File: src/vms_pkg.sv
// shared constants and types for the regulator mode-select and status pin block
// assumes a single 50 MHz clock and pins already synchronous to it
`default_nettype none
package vms_pkg;
  // ------------------------------------------------------------
  // timing
  // ------------------------------------------------------------
  localparam int unsigned CLK_PERIOD_NS  = 20;
  localparam int unsigned PWM_PERIOD_NS  = 3000;
  localparam int unsigned PWM_PERIOD_CYC = PWM_PERIOD_NS / CLK_PERIOD_NS;
  localparam int unsigned DUTY_MAX_PM    = 933;
  // longest high time rounds down so the limit is never exceeded
  localparam int unsigned MAX_HIGH_CYC   = PWM_PERIOD_CYC * DUTY_MAX_PM / 1000;
  localparam int unsigned CNT_W          = 8;
  localparam logic [CNT_W-1:0] PERIOD_LAST = CNT_W'(PWM_PERIOD_CYC - 1);
  localparam logic [CNT_W-1:0] HIGH_LIMIT  = CNT_W'(MAX_HIGH_CYC);
  localparam logic [CNT_W-1:0] CNT_RST     = 8'h00;

  // ------------------------------------------------------------
  // reset values and codes
  // ------------------------------------------------------------
  localparam logic [5:0] REF_CODE_RST  = 6'h00;
  localparam logic [1:0] BOOT_CODE_RST = 2'h0;
  localparam logic [2:0] PHASES_FOUR   = 3'h4;
  localparam logic [2:0] PHASES_THREE  = 3'h3;
  localparam logic [2:0] PHASES_TWO    = 3'h2;

  typedef enum logic {MODE_SERIAL, MODE_PARALLEL} vms_mode_e;
  typedef enum logic [1:0] {ST_OFF, ST_SOFT, ST_ON} vms_state_e;

  // shared code pins, bit 5 down to bit 0
  typedef struct packed {
    logic bit5;
    logic bit4;
    logic bit3;
    logic bit2;
    logic bit1;
    logic bit0;
  } vms_pins_s;

  // configuration seen by the regulator core
  typedef struct packed {
    vms_mode_e  mode;
    logic       fixed_voltage_mode;
    logic       serial_run;
    logic       droop_en;
    logic [2:0] phase_count;
  } vms_status_s;
endpackage
`default_nettype wire

File: src/vms_mode_status.sv
// mode capture, shared pin roles, enables, straps, pulse limit and power good
// assumes all pins are synchronous to mclk; the serial protocol engine sits outside
`default_nettype none
module vms_mode_status (
  // clock and reset
  input  wire logic                 mclk,
  input  wire logic                 rst,
  // system control
  input  wire logic                 enable_in,
  input  wire logic                 system_power_ok,
  input  wire logic                 frequency_set_strap,
  input  wire logic [4:1]           current_sense_neg_at_supply,
  // shared code pins
  input  wire logic                 mode_select_code_bit1,
  input  wire logic                 fixed_mode_sel_code_bit0,
  input  wire logic                 serial_data_code_bit2_in,
  output logic                      serial_data_code_bit2_out,
  output logic                      serial_data_code_bit2_oe,
  input  wire logic                 serial_clock_code_bit3,
  input  wire logic                 parallel_code_bit4,
  input  wire logic                 parallel_code_bit5,
  // serial engine side
  input  wire logic                 link_data_out,
  input  wire logic                 link_data_drive,
  output logic                      link_data_in,
  output logic                      link_clock_in,
  // analog core side
  input  wire logic                 soft_start_done,
  input  wire logic                 window_fault,
  input  wire logic                 reset_event,
  input  wire logic [4:1]           pwm_demand,
  output logic                      core_enable,
  output logic                      nb_enable,
  output logic [5:0]                ref_code,
  output logic [1:0]                boot_code,
  output vms_pkg::vms_status_s      status,
  output logic [2:1]                phase_pulse_out,
  output logic                      phase3_pulse_out,
  output logic                      phase4_pulse_out,
  output logic                      outputs_power_good
);
  // ------------------------------------------------------------
  // enable edge and mode capture
  // ------------------------------------------------------------
  logic                 en_q;
  vms_pkg::vms_mode_e   mode;
  vms_pkg::vms_state_e  state;
  vms_pkg::vms_pins_s   pins;
  logic                 serial_active;
  logic                 en_rise;

  assign en_rise = enable_in & ~en_q;
  assign pins = '{bit5: parallel_code_bit5, bit4: parallel_code_bit4,
                  bit3: serial_clock_code_bit3, bit2: serial_data_code_bit2_in,
                  bit1: mode_select_code_bit1, bit0: fixed_mode_sel_code_bit0};

  always_ff @(posedge mclk or posedge rst) begin
    if (rst) begin
      en_q <= 1'b0;
    end else begin
      en_q <= enable_in;
    end
  end

  // only the rising edge loads, so the mode is frozen for the whole enabled span
  always_ff @(posedge mclk or posedge rst) begin
    if (rst) begin
      mode <= vms_pkg::MODE_SERIAL;
    end else if (en_rise) begin
      mode <= pins.bit1 ? vms_pkg::MODE_PARALLEL : vms_pkg::MODE_SERIAL;
    end
  end

  // ------------------------------------------------------------
  // regulator sequencing
  // ------------------------------------------------------------
  always_ff @(posedge mclk or posedge rst) begin
    if (rst) begin
      state <= vms_pkg::ST_OFF;
    end else if (!enable_in) begin
      state <= vms_pkg::ST_OFF;
    end else begin
      unique case (state)
        vms_pkg::ST_OFF: begin
          state <= vms_pkg::ST_SOFT;
        end
        vms_pkg::ST_SOFT: begin
          if (soft_start_done) begin
            state <= vms_pkg::ST_ON;
          end
        end
        vms_pkg::ST_ON: begin
          state <= vms_pkg::ST_ON;
        end
        default: begin
          state <= vms_pkg::ST_OFF;
        end
      endcase
    end
  end

  always_ff @(posedge mclk or posedge rst) begin
    if (rst) begin
      core_enable <= 1'b0;
      nb_enable   <= 1'b0;
    end else begin
      core_enable <= enable_in;
      nb_enable   <= enable_in;
    end
  end

  // ------------------------------------------------------------
  // shared pin roles
  // ------------------------------------------------------------
  assign serial_active = en_q & (mode == vms_pkg::MODE_SERIAL);

  always_ff @(posedge mclk or posedge rst) begin
    if (rst) begin
      ref_code  <= vms_pkg::REF_CODE_RST;
      boot_code <= vms_pkg::BOOT_CODE_RST;
    end else if (en_q && mode == vms_pkg::MODE_PARALLEL) begin
      ref_code <= {pins.bit5, pins.bit4, pins.bit3,
                   pins.bit2, pins.bit1, pins.bit0};
    end else if (serial_active && !system_power_ok) begin
      boot_code <= {pins.bit2, pins.bit3};
    end
  end

  always_ff @(posedge mclk or posedge rst) begin
    if (rst) begin
      status <= '{mode: vms_pkg::MODE_SERIAL, fixed_voltage_mode: 1'b0,
                  serial_run: 1'b0, droop_en: 1'b0, phase_count: vms_pkg::PHASES_FOUR};
    end else begin
      status.mode               <= mode;
      status.fixed_voltage_mode <= serial_active & pins.bit0;
      status.serial_run         <= serial_active & system_power_ok;
      status.droop_en           <= frequency_set_strap;
      status.phase_count        <= current_sense_neg_at_supply[3] ? vms_pkg::PHASES_TWO :
                                   current_sense_neg_at_supply[4] ? vms_pkg::PHASES_THREE :
                                   vms_pkg::PHASES_FOUR;
    end
  end

  // data line: drive only while the link runs; the processor as master owns the rest
  always_ff @(posedge mclk or posedge rst) begin
    if (rst) begin
      serial_data_code_bit2_out <= 1'b0;
      serial_data_code_bit2_oe  <= 1'b0;
      link_data_in              <= 1'b0;
      link_clock_in             <= 1'b0;
    end else begin
      serial_data_code_bit2_out <= link_data_out;
      serial_data_code_bit2_oe  <= serial_active & system_power_ok & link_data_drive;
      link_data_in              <= serial_active & pins.bit2;
      link_clock_in             <= serial_active & pins.bit3;
    end
  end

  // ------------------------------------------------------------
  // per-channel pulse limit
  // ------------------------------------------------------------
  logic [vms_pkg::CNT_W-1:0] period_cnt;
  logic [4:1]                chan_pulse;
  logic [4:1]                chan_allowed;

  always_ff @(posedge mclk or posedge rst) begin
    if (rst) begin
      period_cnt <= vms_pkg::CNT_RST;
    end else if (period_cnt == vms_pkg::PERIOD_LAST) begin
      period_cnt <= vms_pkg::CNT_RST;
    end else begin
      period_cnt <= period_cnt + 8'h01;
    end
  end

  assign chan_allowed = {status.phase_count == vms_pkg::PHASES_FOUR,
                         status.phase_count != vms_pkg::PHASES_TWO, 2'b11};

  for (genvar c = 1; c <= 4; c++) begin : g_chan
    logic [vms_pkg::CNT_W-1:0] high_cnt;
    logic [vms_pkg::CNT_W-1:0] used_cnt;
    // the cycle now high counts too, else one cycle too many slips past the cap
    assign used_cnt = high_cnt + {7'h00, chan_pulse[c]};
    // a fresh allowance every period caps each pulse at the duty limit
    always_ff @(posedge mclk or posedge rst) begin
      if (rst) begin
        high_cnt      <= vms_pkg::CNT_RST;
        chan_pulse[c] <= 1'b0;
      end else if (period_cnt == vms_pkg::PERIOD_LAST) begin
        high_cnt      <= vms_pkg::CNT_RST;
        chan_pulse[c] <= 1'b0;
      end else begin
        chan_pulse[c] <= core_enable & chan_allowed[c] & pwm_demand[c] &
                         (used_cnt < vms_pkg::HIGH_LIMIT);
        if (chan_pulse[c]) begin
          high_cnt <= high_cnt + 8'h01;
        end
      end
    end
  end

  assign phase_pulse_out  = chan_pulse[2:1];
  assign phase3_pulse_out = chan_pulse[3];
  assign phase4_pulse_out = chan_pulse[4];

  // ------------------------------------------------------------
  // power good
  // ------------------------------------------------------------
  logic reset_seen;

  // a reset event holds power good down until enable is cycled
  always_ff @(posedge mclk or posedge rst) begin
    if (rst) begin
      reset_seen <= 1'b0;
    end else if (reset_event) begin
      reset_seen <= 1'b1;
    end else if (!enable_in) begin
      reset_seen <= 1'b0;
    end
  end

  always_ff @(posedge mclk or posedge rst) begin
    if (rst) begin
      outputs_power_good <= 1'b0;
    end else begin
      outputs_power_good <= (state == vms_pkg::ST_ON) & enable_in & ~window_fault &
                            ~reset_event & ~reset_seen;
    end
  end
endmodule
`default_nettype wire

File: config.mk
export PLATFORM = sky130hd
export DESIGN_NAME = vms_mode_status
export DESIGN_NICKNAME = d
export VERILOG_FILES = /design/src/vms_pkg.sv /design/src/vms_mode_status.sv
export SDC_FILE = /design/constraint.sdc
export NUM_CORES = 1
export LEC_CHECK = 0
export ABC_CLOCK_PERIOD_IN_PS = 2400
export BUFFER_PORTS_ARGS = -buffer_cell sky130_fd_sc_hd__buf_2
export CORE_UTILIZATION = 42
export CTS_BUF_LIST = sky130_fd_sc_hd__clkbuf_4
export DETAILED_ROUTE_END_ITERATION = 10
export HOLD_SLACK_MARGIN = 0.06
export PLACE_DENSITY = 0.66
export SYNTH_ARGS = -nofsm -noshare
export SYNTH_HDL_FRONTEND = slang
export SYNTH_SLANG_ARGS = --single-unit
File: constraint.sdc
create_clock -name mclk -period 2.4 [get_ports mclk]
set_clock_uncertainty 0.2 [all_clocks]
set_input_delay 0.48 -clock mclk [delete_from_list [all_inputs] [get_ports mclk]]
set_output_delay 0.48 -clock mclk [all_outputs]
set_load 0.01 [all_outputs]
# After elaboration in Yosys (flattened, before gate mapping)
# Cells that the tools add are included.
# word_totals
register_bits	69
inputBits	24
out_inout_bits	26
wordCells	102
# classes
add_sub_neg	9
magnitude_cmp	4
eq_ne	7
mux	21
bitwise_logic	27
reduce_logical	9
# ops
op	count
two-way mux 8 bit	9
adder 8 x 1 -> 8 bit (second input constant)	5
adder 8 x 1 -> 8 bit	4
< comparator 8 bit (second input constant)	4
bitwise AND 1 bit	21
== test 8 bit (second input constant)	1
nonzero test 2 bit	4
two-way mux 1 bit	7
two-way mux 3 bit	2
inverter 1 bit	6
one-hot mux 2 bit (3 select lines)	1
two-way mux 2 bit	2
== test 3 bit (second input constant)	1
inequality test 3 x 2 -> 1 bit (second input constant)	1
inequality test 3 bit (second input constant)	1
== test 2 x 1 -> 1 bit (second input constant)	1
== test 2 bit (second input constant)	1
logical AND 1 bit	2
zero test 2 bit	1
inequality test 2 x 1 -> 1 bit (second input constant)	1
AND reduction 2 bit	1
zero test 1 bit	1

# Longest topological paths before layout
# Gate-level depths: netlist (run 1).
# depth
ltp_word	5
mapped_depth	7
mapped_depth_nobuf	6

# Worst setup path after synthesis (run 1)
# No wires, ideal clock.
# synth_timing
kind	register to register
startpoint	register chan_pulse, in the netlist phase_pulse_out[1]
endpoint	register chan_pulse, in the netlist phase_pulse_out[1]
setup_time_ns	0.087
t_arrival_ns	1.786
required_time_ns	2.113
setup_slack_ns	0.327
stages_incl_launch_ff	7
path_buffers	0
synth_period_minus_slack_ns	2.073
cell_sequence	dfrtp_1 -> ha_1 -> ha_1 -> and2_0 -> a2111oi_4 -> o22ai_1 -> a211oi_2
# synth_between
elab_chain_len	4
# synth_lines
item	line	rtl
start, declared	vms_mode_status.sv:163	logic [4:1] chan_pulse;
start signal, assigned by index	vms_mode_status.sv:193	chan_pulse[c] <= core_enable & chan_allowed[c] & pwm_demand[c] &
adder 8 x 1 -> 8 bit	vms_mode_status.sv:183	assign used_cnt = high_cnt + {7'h00, chan_pulse[c]};
< comparator 8 bit	vms_mode_status.sv:194	(used_cnt < vms_pkg::HIGH_LIMIT);
bitwise AND 1 bit	vms_mode_status.sv:193	
two-way mux 1 bit	vms_mode_status.sv:189	end else if (period_cnt == vms_pkg::PERIOD_LAST) begin
# Every way passes these cells.
# A chain may end at the register's enable or synchronous reset.

# Worst setup path after layout (run 1)
# Ends and elaborated chain as after synthesis.

==> results of run 1 <==
repair_timing:
action                                  4_1_cts  5_1_grt
hold buffers                                  9        1
endpoints found under the hold margin        22        1
endpoints found under the setup margin        0        0
synthesized netlist by cell type, types with 5 or more instances:
| cell type | instances | area [sq um] |
|---|---|---|
| dfrtp_1 | 68 | 1702 |
| nor2_1 | 35 | 131.4 |
| xor2_1 | 24 | 210.2 |
| nand4_1 | 19 | 118.9 |
| ha_1 | 17 | 212.7 |
| nand2_1 | 13 | 48.80 |
| and3_1 | 12 | 75.07 |
| a21oi_1 | 11 | 55.05 |
| xnor2_1 | 11 | 96.34 |
| inv_1 | 9 | 33.78 |
| mux2_2 | 9 | 101.4 |
| or3_1 | 9 | 56.30 |
| buf_2 | 8 | 40.04 |
| o21ai_0 | 8 | 40.04 |
| nand3_1 | 7 | 35.03 |
| nor2b_1 | 7 | 43.79 |
| mux2i_1 | 6 | 60.06 |
| and2_1 | 5 | 31.28 |
worst reg2reg max path, stage by stage (launching register included):
cell and delay, ns:
dfrtp_1 0.48, ha_1 0.27, ha_1 0.27, and2_0 0.19
a2111oi_4 0.33, o22ai_1 0.15, a211oi_2 0.21
final cells by class:
| type | count | area (sq um) |
|---|---|---|
| clock buffer | 9 | 67.56 |
| clock inverter | 7 | 66.31 |
| tap | 105 | 131.4 |
| inverter | 9 | 37.54 |
| multi-input combinational | 233 | 1659 |
| timing repair buffer | 61 | 377.9 |
| fill | 751 | 4108 |
| sequential | 69 | 1728 |
logic make-up (layout without fill, tap and decap cells):
| group | after synthesis | in the layout | synth area share |
|---|---|---|---|
| flops | 69 | 69 | 0.4908 |
| mux | 15 | 15 | 0.04584 |
| fa+ha+maj | 17 | 17 | 0.06041 |
| buf+inv | 26 | 86 | 0.03802 |
| xor+xnor | 35 | 35 | 0.08706 |
| simple gates | 121 | 121 | 0.1841 |
| compound gates | 45 | 45 | 0.09381 |
power groups by stage:
stage          Sequential [W]  Clock (W)  Combinational [W]
3_3_place_gp          0.00170          0           0.000769
5_1_grt               0.00174   0.000804           0.000916
2_1_floorplan         0.00156          0           0.000770
4_1_cts               0.00169   0.000745           0.000819
3_5_place_dp          0.00171          0           0.000802
6_report              0.00169   0.000715           0.000806
flip-flops by register name, summed over array words and instances, names as in the netlist:
| signal | count |
|---|---|
| g_chan.high_cnt | 32 |
| period_cnt | 8 |
| status | 7 |
| ref_code | 6 |
| boot_code | 2 |
| phase_pulse_out | 2 |
| state | 2 |
| link_clock_in | 1 |
| link_data_in | 1 |
| mode | 1 |
| nb_enable | 1 |
| outputs_power_good | 1 |
| phase3_pulse_out | 1 |
| phase4_pulse_out | 1 |
| reset_seen | 1 |
| serial_data_code_bit2_oe | 1 |
| serial_data_code_bit2_out | 1 |
metrics by stage:
stage / total power (W) / cell area (sq um) / worst slack (ns) / hold slack (ns) / std cells
after floorplan: 0.002334 / 3525 / 0.3274 / 0.1908 / 328
after global placement: 0.002465 / 3834 / 0.3109 / 0.2083 / 467
after detailed placement: 0.002515 / 3834 / 0.2704 / 0.2229 / 467
after CTS: 0.003254 / 4058 / 0.2352 / 0.07100 / 492
after global routing: 0.003460 / 4068 / 0.1130 / 0.06246 / 493
final: 0.003215 / 4068 / 0.2394 / 0.1005 / 493
how the worst max path moves through the flow:
stage                             from                  to  depth (start not counted)
CTS                 phase_pulse_out[1]  phase_pulse_out[1]                          6
global route        phase_pulse_out[1]  phase_pulse_out[1]                          6
finish              phase_pulse_out[1]  phase_pulse_out[1]                          6
global placement    phase_pulse_out[1]  phase_pulse_out[1]                          6
floorplan           phase_pulse_out[1]  phase_pulse_out[1]                          6
detailed placement  phase_pulse_out[1]  phase_pulse_out[1]                          6
metal layers:
layer	part of all wire	GRT usage	wire length [um]	vias to the layer above
met5	0	0	0	-
met4	0.012	0.05385	76	0
met3	0.051	0.04472	320	9
met2	0.44	0.2445	2808	60
met1	0.49	0.2091	3129	1179
li1	-	-	-	1268
==> flow_metrics.env, run 1 <==
export IMPL_setup_tns_ns=0
export IMPL_r2r_slack_ns=0.24
export IMPL_drtPass1Iterations=4
export IMPL_clk_latency_ns=0.39
export IMPL_die_w_um=93.56
export IMPL_min_to="phase_pulse_out[2]"
export IMPL_cts_tree="yes"
export IMPL_finalSetupViolCount=0
export IMPL_post_route_min_period_ns=2.161
export IMPL_rows=33
export IMPL_initial_core_util=0.4307
export IMPL_cts_root_buf="clkbuf_4"
export IMPL_drive_gt1_frac=0.2216
export IMPL_layout_worst_path_cycle_share=0.9002
export IMPL_netSwitchingPower_w=0.001114
export IMPL_required_ns=2.51
export IMPL_yosysSeqAreaShare=0.4908
export IMPL_grt_pass1_wl_mm=10.78
export IMPL_core_area_sq_um=8175
export IMPL_critPathLaunchType="flop"
export IMPL_drc=0
export IMPL_ir_drop_v=0.0004186
export IMPL_fp_dieH_um=93.56
export IMPL_areaGrowthSynthToFinish_pct=15.53
export IMPL_clk_pin_slew_worst_paths_ns=0.12
export IMPL_arrival_ns=2.27
export IMPL_grt_overflow=0
export IMPL_grt_max_degree=53
export IMPL_hold_viol_final=0
export IMPL_yosys_warnings=0
export IMPL_synth_edf_count=0
export IMPL_r2r_end="phase_pulse_out[1]"
export IMPL_drt_iter0_drc=69
export IMPL_path_buf_inv=0
export IMPL_crit_chain="ha_1 > ha_1 > and2_0 > a2111oi_4 > o22ai_1 > a211oi_2"
export IMPL_hold_start="pwm_demand[2]"
export IMPL_rsz0062_at_grt="false"
export IMPL_min_path_cells=3
export IMPL_synth_main_ff_cell="dfrtp_1"
export IMPL_antennaDiodeCount=0
export IMPL_layout_commonest_cell="dfrtp_1"
export IMPL_hp_class="in -> reg"
export IMPL_wl_per_cell_um=12.85
export IMPL_fin_nets=424
export IMPL_r2r_worst_path_cells=6
export IMPL_worstSetupPathType="reg -> reg"
export IMPL_syn_area_sq_um=3521
export IMPL_synthesis_nets=369
export IMPL_leakagePower_nw=1.934
export IMPL_yosysUniqueCellTypes=50
export IMPL_ys_ff_latch=69
export IMPL_utilization=0.4976
export IMPL_post_cts_buffers=0
export IMPL_relSlewSlack=0.7270
export IMPL_antenna_found_initial=0
export IMPL_ios=50
export IMPL_syn_inst=328
export IMPL_cpMaxStageDelayCell="dfrtp_1"
export IMPL_seqPwrFrac=0.527
export IMPL_cpLargestDelayFamily="compound AO/OA/AOI/OAI gates"
export IMPL_tightestPinTransition_ns=0.4087
export IMPL_hpwl_mm=4.258
export IMPL_cts_max_level=3
export IMPL_avgSynthCellArea_sq_um=10.73
export IMPL_gp_congestion=0.7597
export IMPL_ctsLongestPathBuffers=2
export IMPL_end_kind="flop"
export IMPL_ys_async_sr_fraction=1.000
export IMPL_swShare=0.3464
export IMPL_ant_nets=0
export IMPL_grt_usage=0.1568
export IMPL_power_frac_clock=0.222
export IMPL_power_frac_comb=0.251
export IMPL_maxCapViolCount=0
export IMPL_viasPerCell=5.103
export IMPL_vias=2516
export IMPL_die_area_sq_um=8753
export IMPL_wl_mm=6.334
export IMPL_r2r_start="phase_pulse_out[1]"
export IMPL_clock_sinks=69
export IMPL_power_density_nw_per_um2=790.5
export IMPL_crit_path_frequent_cell="ha_1"
export IMPL_layout_common_cells="68 x dfrtp_1, 47 x buf_2, 35 x nor2_1"
export IMPL_outcome="complete, no violations"
export IMPL_placement_io_buffers=47
export IMPL_cts_buffers=9
export IMPL_grt_pass1_vias=2383
export IMPL_cts_resized_gates=0
export IMPL_max_freq_mhz=462.8
export IMPL_drv_slew=0
export IMPL_slowest_delay_ns=0.48
export IMPL_internal_power_w=0.002102
export IMPL_crit_fanout=7
(Power assumes the default switching activity.)
==> inputs of run 2 (changes only) <==
==> config.mk (replaced) <==
export PLATFORM = sky130hd
export DESIGN_NAME = vms_mode_status
export DESIGN_NICKNAME = d
export VERILOG_FILES = /design/src/vms_pkg.sv /design/src/vms_mode_status.sv
export SDC_FILE = /design/constraint.sdc
export NUM_CORES = 1
export LEC_CHECK = 0
export BUFFER_PORTS_ARGS = -buffer_cell sky130_fd_sc_hd__buf_2
export CORE_UTILIZATION = 42
export DETAILED_ROUTE_END_ITERATION = 10
export HOLD_SLACK_MARGIN = 0.06
export PLACE_DENSITY = 0.64
export SYNTH_ARGS = -nofsm -noshare
export SYNTH_HDL_FRONTEND = slang
export SYNTH_SLANG_ARGS = --single-unit
==> constraint.sdc (replaced) <==
create_clock -name mclk -period 2.3 [get_ports mclk]
set_clock_uncertainty 0.2 [all_clocks]
set_input_delay 0.46 -clock mclk [delete_from_list [all_inputs] [get_ports mclk]]
set_output_delay 0.46 -clock mclk [all_outputs]
set_load 0.01 [all_outputs]
==> run 2 against run 1 <==
  * Cell count unchanged
  * Sequential share of layout area fell by 0.29 points
  * Largest power group unchanged
  * Non-clock buffer count is the same
  * Total power up 9.4%
==> flow_metrics.env, run 2 (same netlist as run 1, synthesis figures left out) <==
export IMPL_cts_max_level=3
export IMPL_outcome="complete, no violations"
export IMPL_required_ns=2.36
export IMPL_wl_mm=6.438
export IMPL_leakagePower_nw=1.952
export IMPL_die_w_um=93.56
export IMPL_crit_fanout=4
export IMPL_maxUsedRoutingLayer="met4"
export IMPL_max_freq_mhz=477.2
export IMPL_power_density_nw_per_um2=859.1
export IMPL_crit_path_frequent_cell="ha_1"
export IMPL_worstSetupPathType="reg -> reg"
export IMPL_clk_pin_slew_worst_paths_ns=0.07
export IMPL_hp_class="in -> reg"
export IMPL_ctsLongestPathBuffers=2
export IMPL_cts_resized_gates=0
export IMPL_drc=0
export IMPL_slowest_delay_ns=0.43
export IMPL_dr_wl_met3_um=306
export IMPL_grt_pass1_wl_mm=11.03
export IMPL_viasPerCell=5.252
export IMPL_arrival_ns=2.16
export IMPL_ir_drop_v=0.0003672
export IMPL_route_met2_wl_mm=2.917
export IMPL_clock_sinks=69
export IMPL_areaGrowthSynthToFinish_pct=16.31
export IMPL_wl_per_cell_um=13.06
export IMPL_drt_met1_wl_mm=3.158
export IMPL_tightestPinTransition_ns=0.3642
export IMPL_regMostFlops="g_chan.high_cnt"
export IMPL_largest_reg_flops=32
export IMPL_hold_viol_final=0
export IMPL_ios=50
export IMPL_cpMaxStageDelayCell="dfrtp_1"
export IMPL_cts_tree="yes"
export IMPL_nFillCells=753
export IMPL_relSlewSlack=0.7572
export IMPL_holdWs_ns=0.07187
export IMPL_grt_max_degree=42
export IMPL_setup_tns_ns=0
export IMPL_end_kind="flop"
export IMPL_drtPass1Iterations=4
export IMPL_layout_commonest_cell="dfrtp_1"
export IMPL_fin_nets=424
export IMPL_crit_chain="ha_1 > ha_1 > and2_0 > a2111oi_4 > o22ai_1 > a211oi_2"
export IMPL_vias=2589
export IMPL_initial_core_util=0.4307
export IMPL_utilization=0.5009
export IMPL_finalSetupViolCount=0
export IMPL_drv_slew=0
export IMPL_core_area_sq_um=8175
export IMPL_maxCapViolCount=0
export IMPL_post_route_min_period_ns=2.096
export IMPL_cts_root_buf="clkbuf_8"
export IMPL_antenna_found_initial=0
export IMPL_die_area_sq_um=8753
export IMPL_grt_overflow=0
export IMPL_critPathLaunchType="flop"
export IMPL_drt_iter0_drc=79
export IMPL_antennaDiodeCount=0
export IMPL_ant_nets=0
export IMPL_rows=33
export IMPL_grt_usage=0.1608
export IMPL_cts_buffers=9
export IMPL_gp_congestion=0.7928
export IMPL_drive_gt1_frac=0.2371
export IMPL_clk_latency_ns=0.34
export IMPL_largest_registers="g_chan.high_cnt x32, period_cnt x8, status x7"
export IMPL_rsz0062_at_grt="false"
export IMPL_placement_io_buffers=47
export IMPL_layout_common_cells="68 x dfrtp_1, 47 x buf_2, 35 x nor2_1"
export IMPL_layout_worst_path_cycle_share=0.9112
export IMPL_fp_dieH_um=93.56
export IMPL_hpwl_mm=4.410
export IMPL_grt_pass1_vias=2426
-- run 2: cell count changes in the layout (fill, tap and decap cells not counted), sizes merged --
cell	change
buf	+5
bufinv	-1
clkinv	-1
dlygate4sd3	-5
inv	+2
-- run 2: cell type report --
class | count | area (sq um) | share of cell area
clock buffers | 9 | 123.9 | 0.03025
clock inverters | 7 | 50.05 | 0.01222
inverters | 9 | 37.54 | 0.009166
multi-input cells | 233 | 1659 | 0.4051
flip-flops and latches | 69 | 1728 | 0.4219
well taps | 105 | 131.4 | 0.03208
repair buffers | 61 | 365.4 | 0.08921
-- run 2: where the power goes --
part           switching [W]  leakage [nW]  internal, W
registers           0.000309         0.873      0.00143
clock network       0.000482        0.0820     0.000394
logic               0.000443         0.997     0.000461
total                0.00123          1.95      0.00228
-- run 2: stage by stage --
stage	worst slack (ns)	cell area, sq um	cells	power [W]
2_1_floorplan	0.2274	3525	328	0.002435
3_3_place_gp	0.2682	3871	472	0.002610
3_5_place_dp	0.1960	3871	472	0.002659
4_1_cts	0.1910	4095	493	0.003566
5_1_grt	0.03307	4095	493	0.003775
6_report	0.2043	4095	493	0.003518
-- run 2: routing by layer --
layer | track usage | vias up
li1 | - | 1265
met5 | 0 | -
met2 | 0.2488 | 58
met4 | 0.07179 | 0
met3 | 0.03821 | 7
met1 | 0.2144 | 1259
-- run 2: critical path: cells and delay by family (launching register included) --
kind / cells / cell delay, ns
AO/OA/AOI/OAI: 3 / 0.68
adder cells (fa/ha/maj): 2 / 0.51
flip-flops: 1 / 0.43
AND/OR/NAND/NOR: 1 / 0.19
-- run 2: timing repair --
| action | 4_1_cts | 5_1_grt |
|---|---|---|
| hold endpoints to repair | 10 | 0 |
| buffers inserted | 0 | 0 |
| hold buffers | 5 | 0 |
-- run 2: worst paths after layout --
check	startpoint	end	slack (ns)	cells after the start
min	window_fault	outputs_power_good	0.07	2
min reg2reg	reset_seen	outputs_power_good	0.23	1
min in group asynchronous	rst	ref_code[3]	0.39	3
max	g_chan[1].high_cnt[0]	phase_pulse_out[1]	0.20	6
max reg2reg	g_chan[1].high_cnt[0]	phase_pulse_out[1]	0.20	6
max in group asynchronous	rst	status[2]	0.95	4
==> inputs of run 3 (changes only) <==
==> constraint.sdc (replaced) <==
create_clock -name mclk -period 2.7 [get_ports mclk]
set_clock_uncertainty 0.2 [all_clocks]
set_input_delay 0.54 -clock mclk [delete_from_list [all_inputs] [get_ports mclk]]
set_output_delay 0.54 -clock mclk [all_outputs]
set_load 0.01 [all_outputs]
==> run 3 against run 2 <==
  * Sequential cell count stayed put
  * First-iteration DRC count is 51% higher
  * Highest routed layer unchanged
  * Critical endpoint is now phase3_pulse_out
  * Wire length down 2.5%
  * Clock power is 3.2% higher
  * Fmax down 3.0%
  * Largest power group unchanged
==> flow_metrics.env, run 3 (same netlist as run 1, synthesis figures left out) <==
export IMPL_power_frac_comb=0.226
export IMPL_maxCapViolCount=0
export IMPL_drc=0
export IMPL_fin_nets=412
export IMPL_setup_tns_ns=0
export IMPL_rows=33
export IMPL_path_buf_inv=0
export IMPL_multi_input_area_sq_um=1659
export IMPL_die_w_um=93.56
export IMPL_cts_buffers=9
export IMPL_cts_max_level=3
export IMPL_worstSetupPathType="reg -> reg"
export IMPL_core_area_sq_um=8175
export IMPL_antennaDiodeCount=0
export IMPL_cts_root_buf="clkbuf_8"
export IMPL_arrival_ns=2.16
export IMPL_largest_reg_flops=32
export IMPL_drtPass1Iterations=4
export IMPL_gp_congestion=0.8289
export IMPL_drive_gt1_frac=0.2261
export IMPL_cpMaxStageDelayCell="dfrtp_1"
export IMPL_nFillCells=780
export IMPL_post_cts_buffers=0
export IMPL_viasPerCell=5.212
export IMPL_ctsLongestPathBuffers=2
export IMPL_hpwl_mm=4.250
export IMPL_leakagePower_nw=1.921
export IMPL_holdBufCountCts=0
export IMPL_crit_fanout=9
export IMPL_initial_core_util=0.4307
export IMPL_place_worst_setup_slack_ns=0.5460
export IMPL_grt_overflow=0
export IMPL_crit_chain="ha_1 > ha_1 > a21boi_0 > o21a_1 > o32ai_1 > a211oi_1"
export IMPL_max_freq_mhz=462.8
export IMPL_critPathLaunchType="flop"
export IMPL_r2r_start="phase3_pulse_out"
export IMPL_ios=50
export IMPL_ir_drop_v=0.0003448
export IMPL_holdWs_ns=0.06762
export IMPL_slowest_delay_ns=0.48
export IMPL_grt_usage=0.1658
export IMPL_placement_io_buffers=47
export IMPL_layout_worst_path_cycle_share=0.8003
export IMPL_drv_slew=0
export IMPL_dp_cells=465
export IMPL_seqPwrFrac=0.485
export IMPL_clock_sinks=69
export IMPL_power_density_nw_per_um2=775.7
export IMPL_final_cell_count_no_fill=481
export IMPL_wl_per_cell_um=13.05
export IMPL_hold_viol_final=0
export IMPL_swShare=0.3277
export IMPL_fp_dieH_um=93.56
export IMPL_grt_pass1_wl_mm=11.45
export IMPL_drt_iter0_drc=119
export IMPL_clk_pin_slew_worst_paths_ns=0.08
export IMPL_ant_nets=0
export IMPL_end_kind="flop"
export IMPL_areaGrowthSynthToFinish_pct=14.43
export IMPL_cts_resized_gates=0
export IMPL_cts_tree="yes"
export IMPL_post_route_min_period_ns=2.161
export IMPL_cpLargestDelayFamily="compound AO/OA/AOI/OAI gates"
export IMPL_hp_class="in -> async"
export IMPL_wl_mm=6.279
export IMPL_fin_ws_ns=0.5393
export IMPL_clk_latency_ns=0.34
export IMPL_regMostFlops="g_chan.high_cnt"
export IMPL_layout_common_cells="68 x dfrtp_1, 47 x buf_2, 35 x nor2_1"
export IMPL_relSlewSlack=0.7417
export IMPL_netSwitchingPower_w=0.001024
export IMPL_die_area_sq_um=8753
export IMPL_utilization=0.4928
export IMPL_outcome="complete, no violations"
export IMPL_antenna_found_initial=0
export IMPL_vias=2507
export IMPL_grt_max_degree=70
export IMPL_layout_commonest_cell="dfrtp_1"
export IMPL_grt_pass1_vias=2557
export IMPL_largest_registers="g_chan.high_cnt x32, period_cnt x8, status x7"
export IMPL_rsz0062_at_grt="false"
export IMPL_power_frac_clock=0.289
export IMPL_internal_power_w=0.002101
export IMPL_tightestPinTransition_ns=0.3874
export IMPL_finalSetupViolCount=0
export IMPL_seq_area_sq_um=1728
export IMPL_crit_path_frequent_cell="ha_1"
export IMPL_required_ns=2.70
export IMPL_critPathLaunch="phase3_pulse_out"
==> run 3: routing by layer <==
metal	global-route usage	up-vias	wire (um)
li1	-	1241	-
met1	0.2123	1200	3079
met2	0.2604	57	2761
met3	0.05285	9	346
met4	0.06538	0	92
met5	0	-	0
==> run 3: per-stage QoR <==
step           power [W]  instance area, sq um
2_1_floorplan   0.002074                  3521
3_3_place_gp    0.002193                  3815
3_5_place_dp    0.002242                  3815
4_1_cts         0.003165                  4029
5_1_grt         0.003356                  4029
6_report        0.003125                  4029
==> run 3: layout make-up <==
class | instances | share of cell area
clock buffer | 9 | 0.03075
clock inverter | 7 | 0.02236
inverter | 9 | 0.008385
multi-input combinational | 233 | 0.4118
sequential | 69 | 0.4289
tap | 105 | 0.03261
timing repair buffer | 49 | 0.06522
==> run 3: worst reg2reg max path: stages, from the launching register on <==
cell and delay, ns:
dfrtp_1 0.48, ha_1 0.32, ha_1 0.32, a21boi_0 0.08, o21a_1 0.19, o32ai_1 0.33
a211oi_1 0.12
==> run 3: power by group through the flow <==
stage	clock network [W]	registers, W	logic, W
3_5_place_dp	0	0.00153	0.000713
2_1_floorplan	0	0.00139	0.000684
6_report	0.000904	0.00152	0.000705
3_3_place_gp	0	0.00152	0.000677
5_1_grt	0.000980	0.00155	0.000822
4_1_cts	0.000935	0.00151	0.000720
==> run 3: worst paths after layout <==
kind	end	slack, ns	cells after the start
worst min register to register	status[6]	0.23	0
max in group asynchronous	status[2]	1.90	3
worst max-delay path	phase3_pulse_out	0.54	6
min in group mclk	status[3]	0.11	1
worst max register to register	phase3_pulse_out	0.54	6
worst min-delay path	ref_code[2]	0.07	3
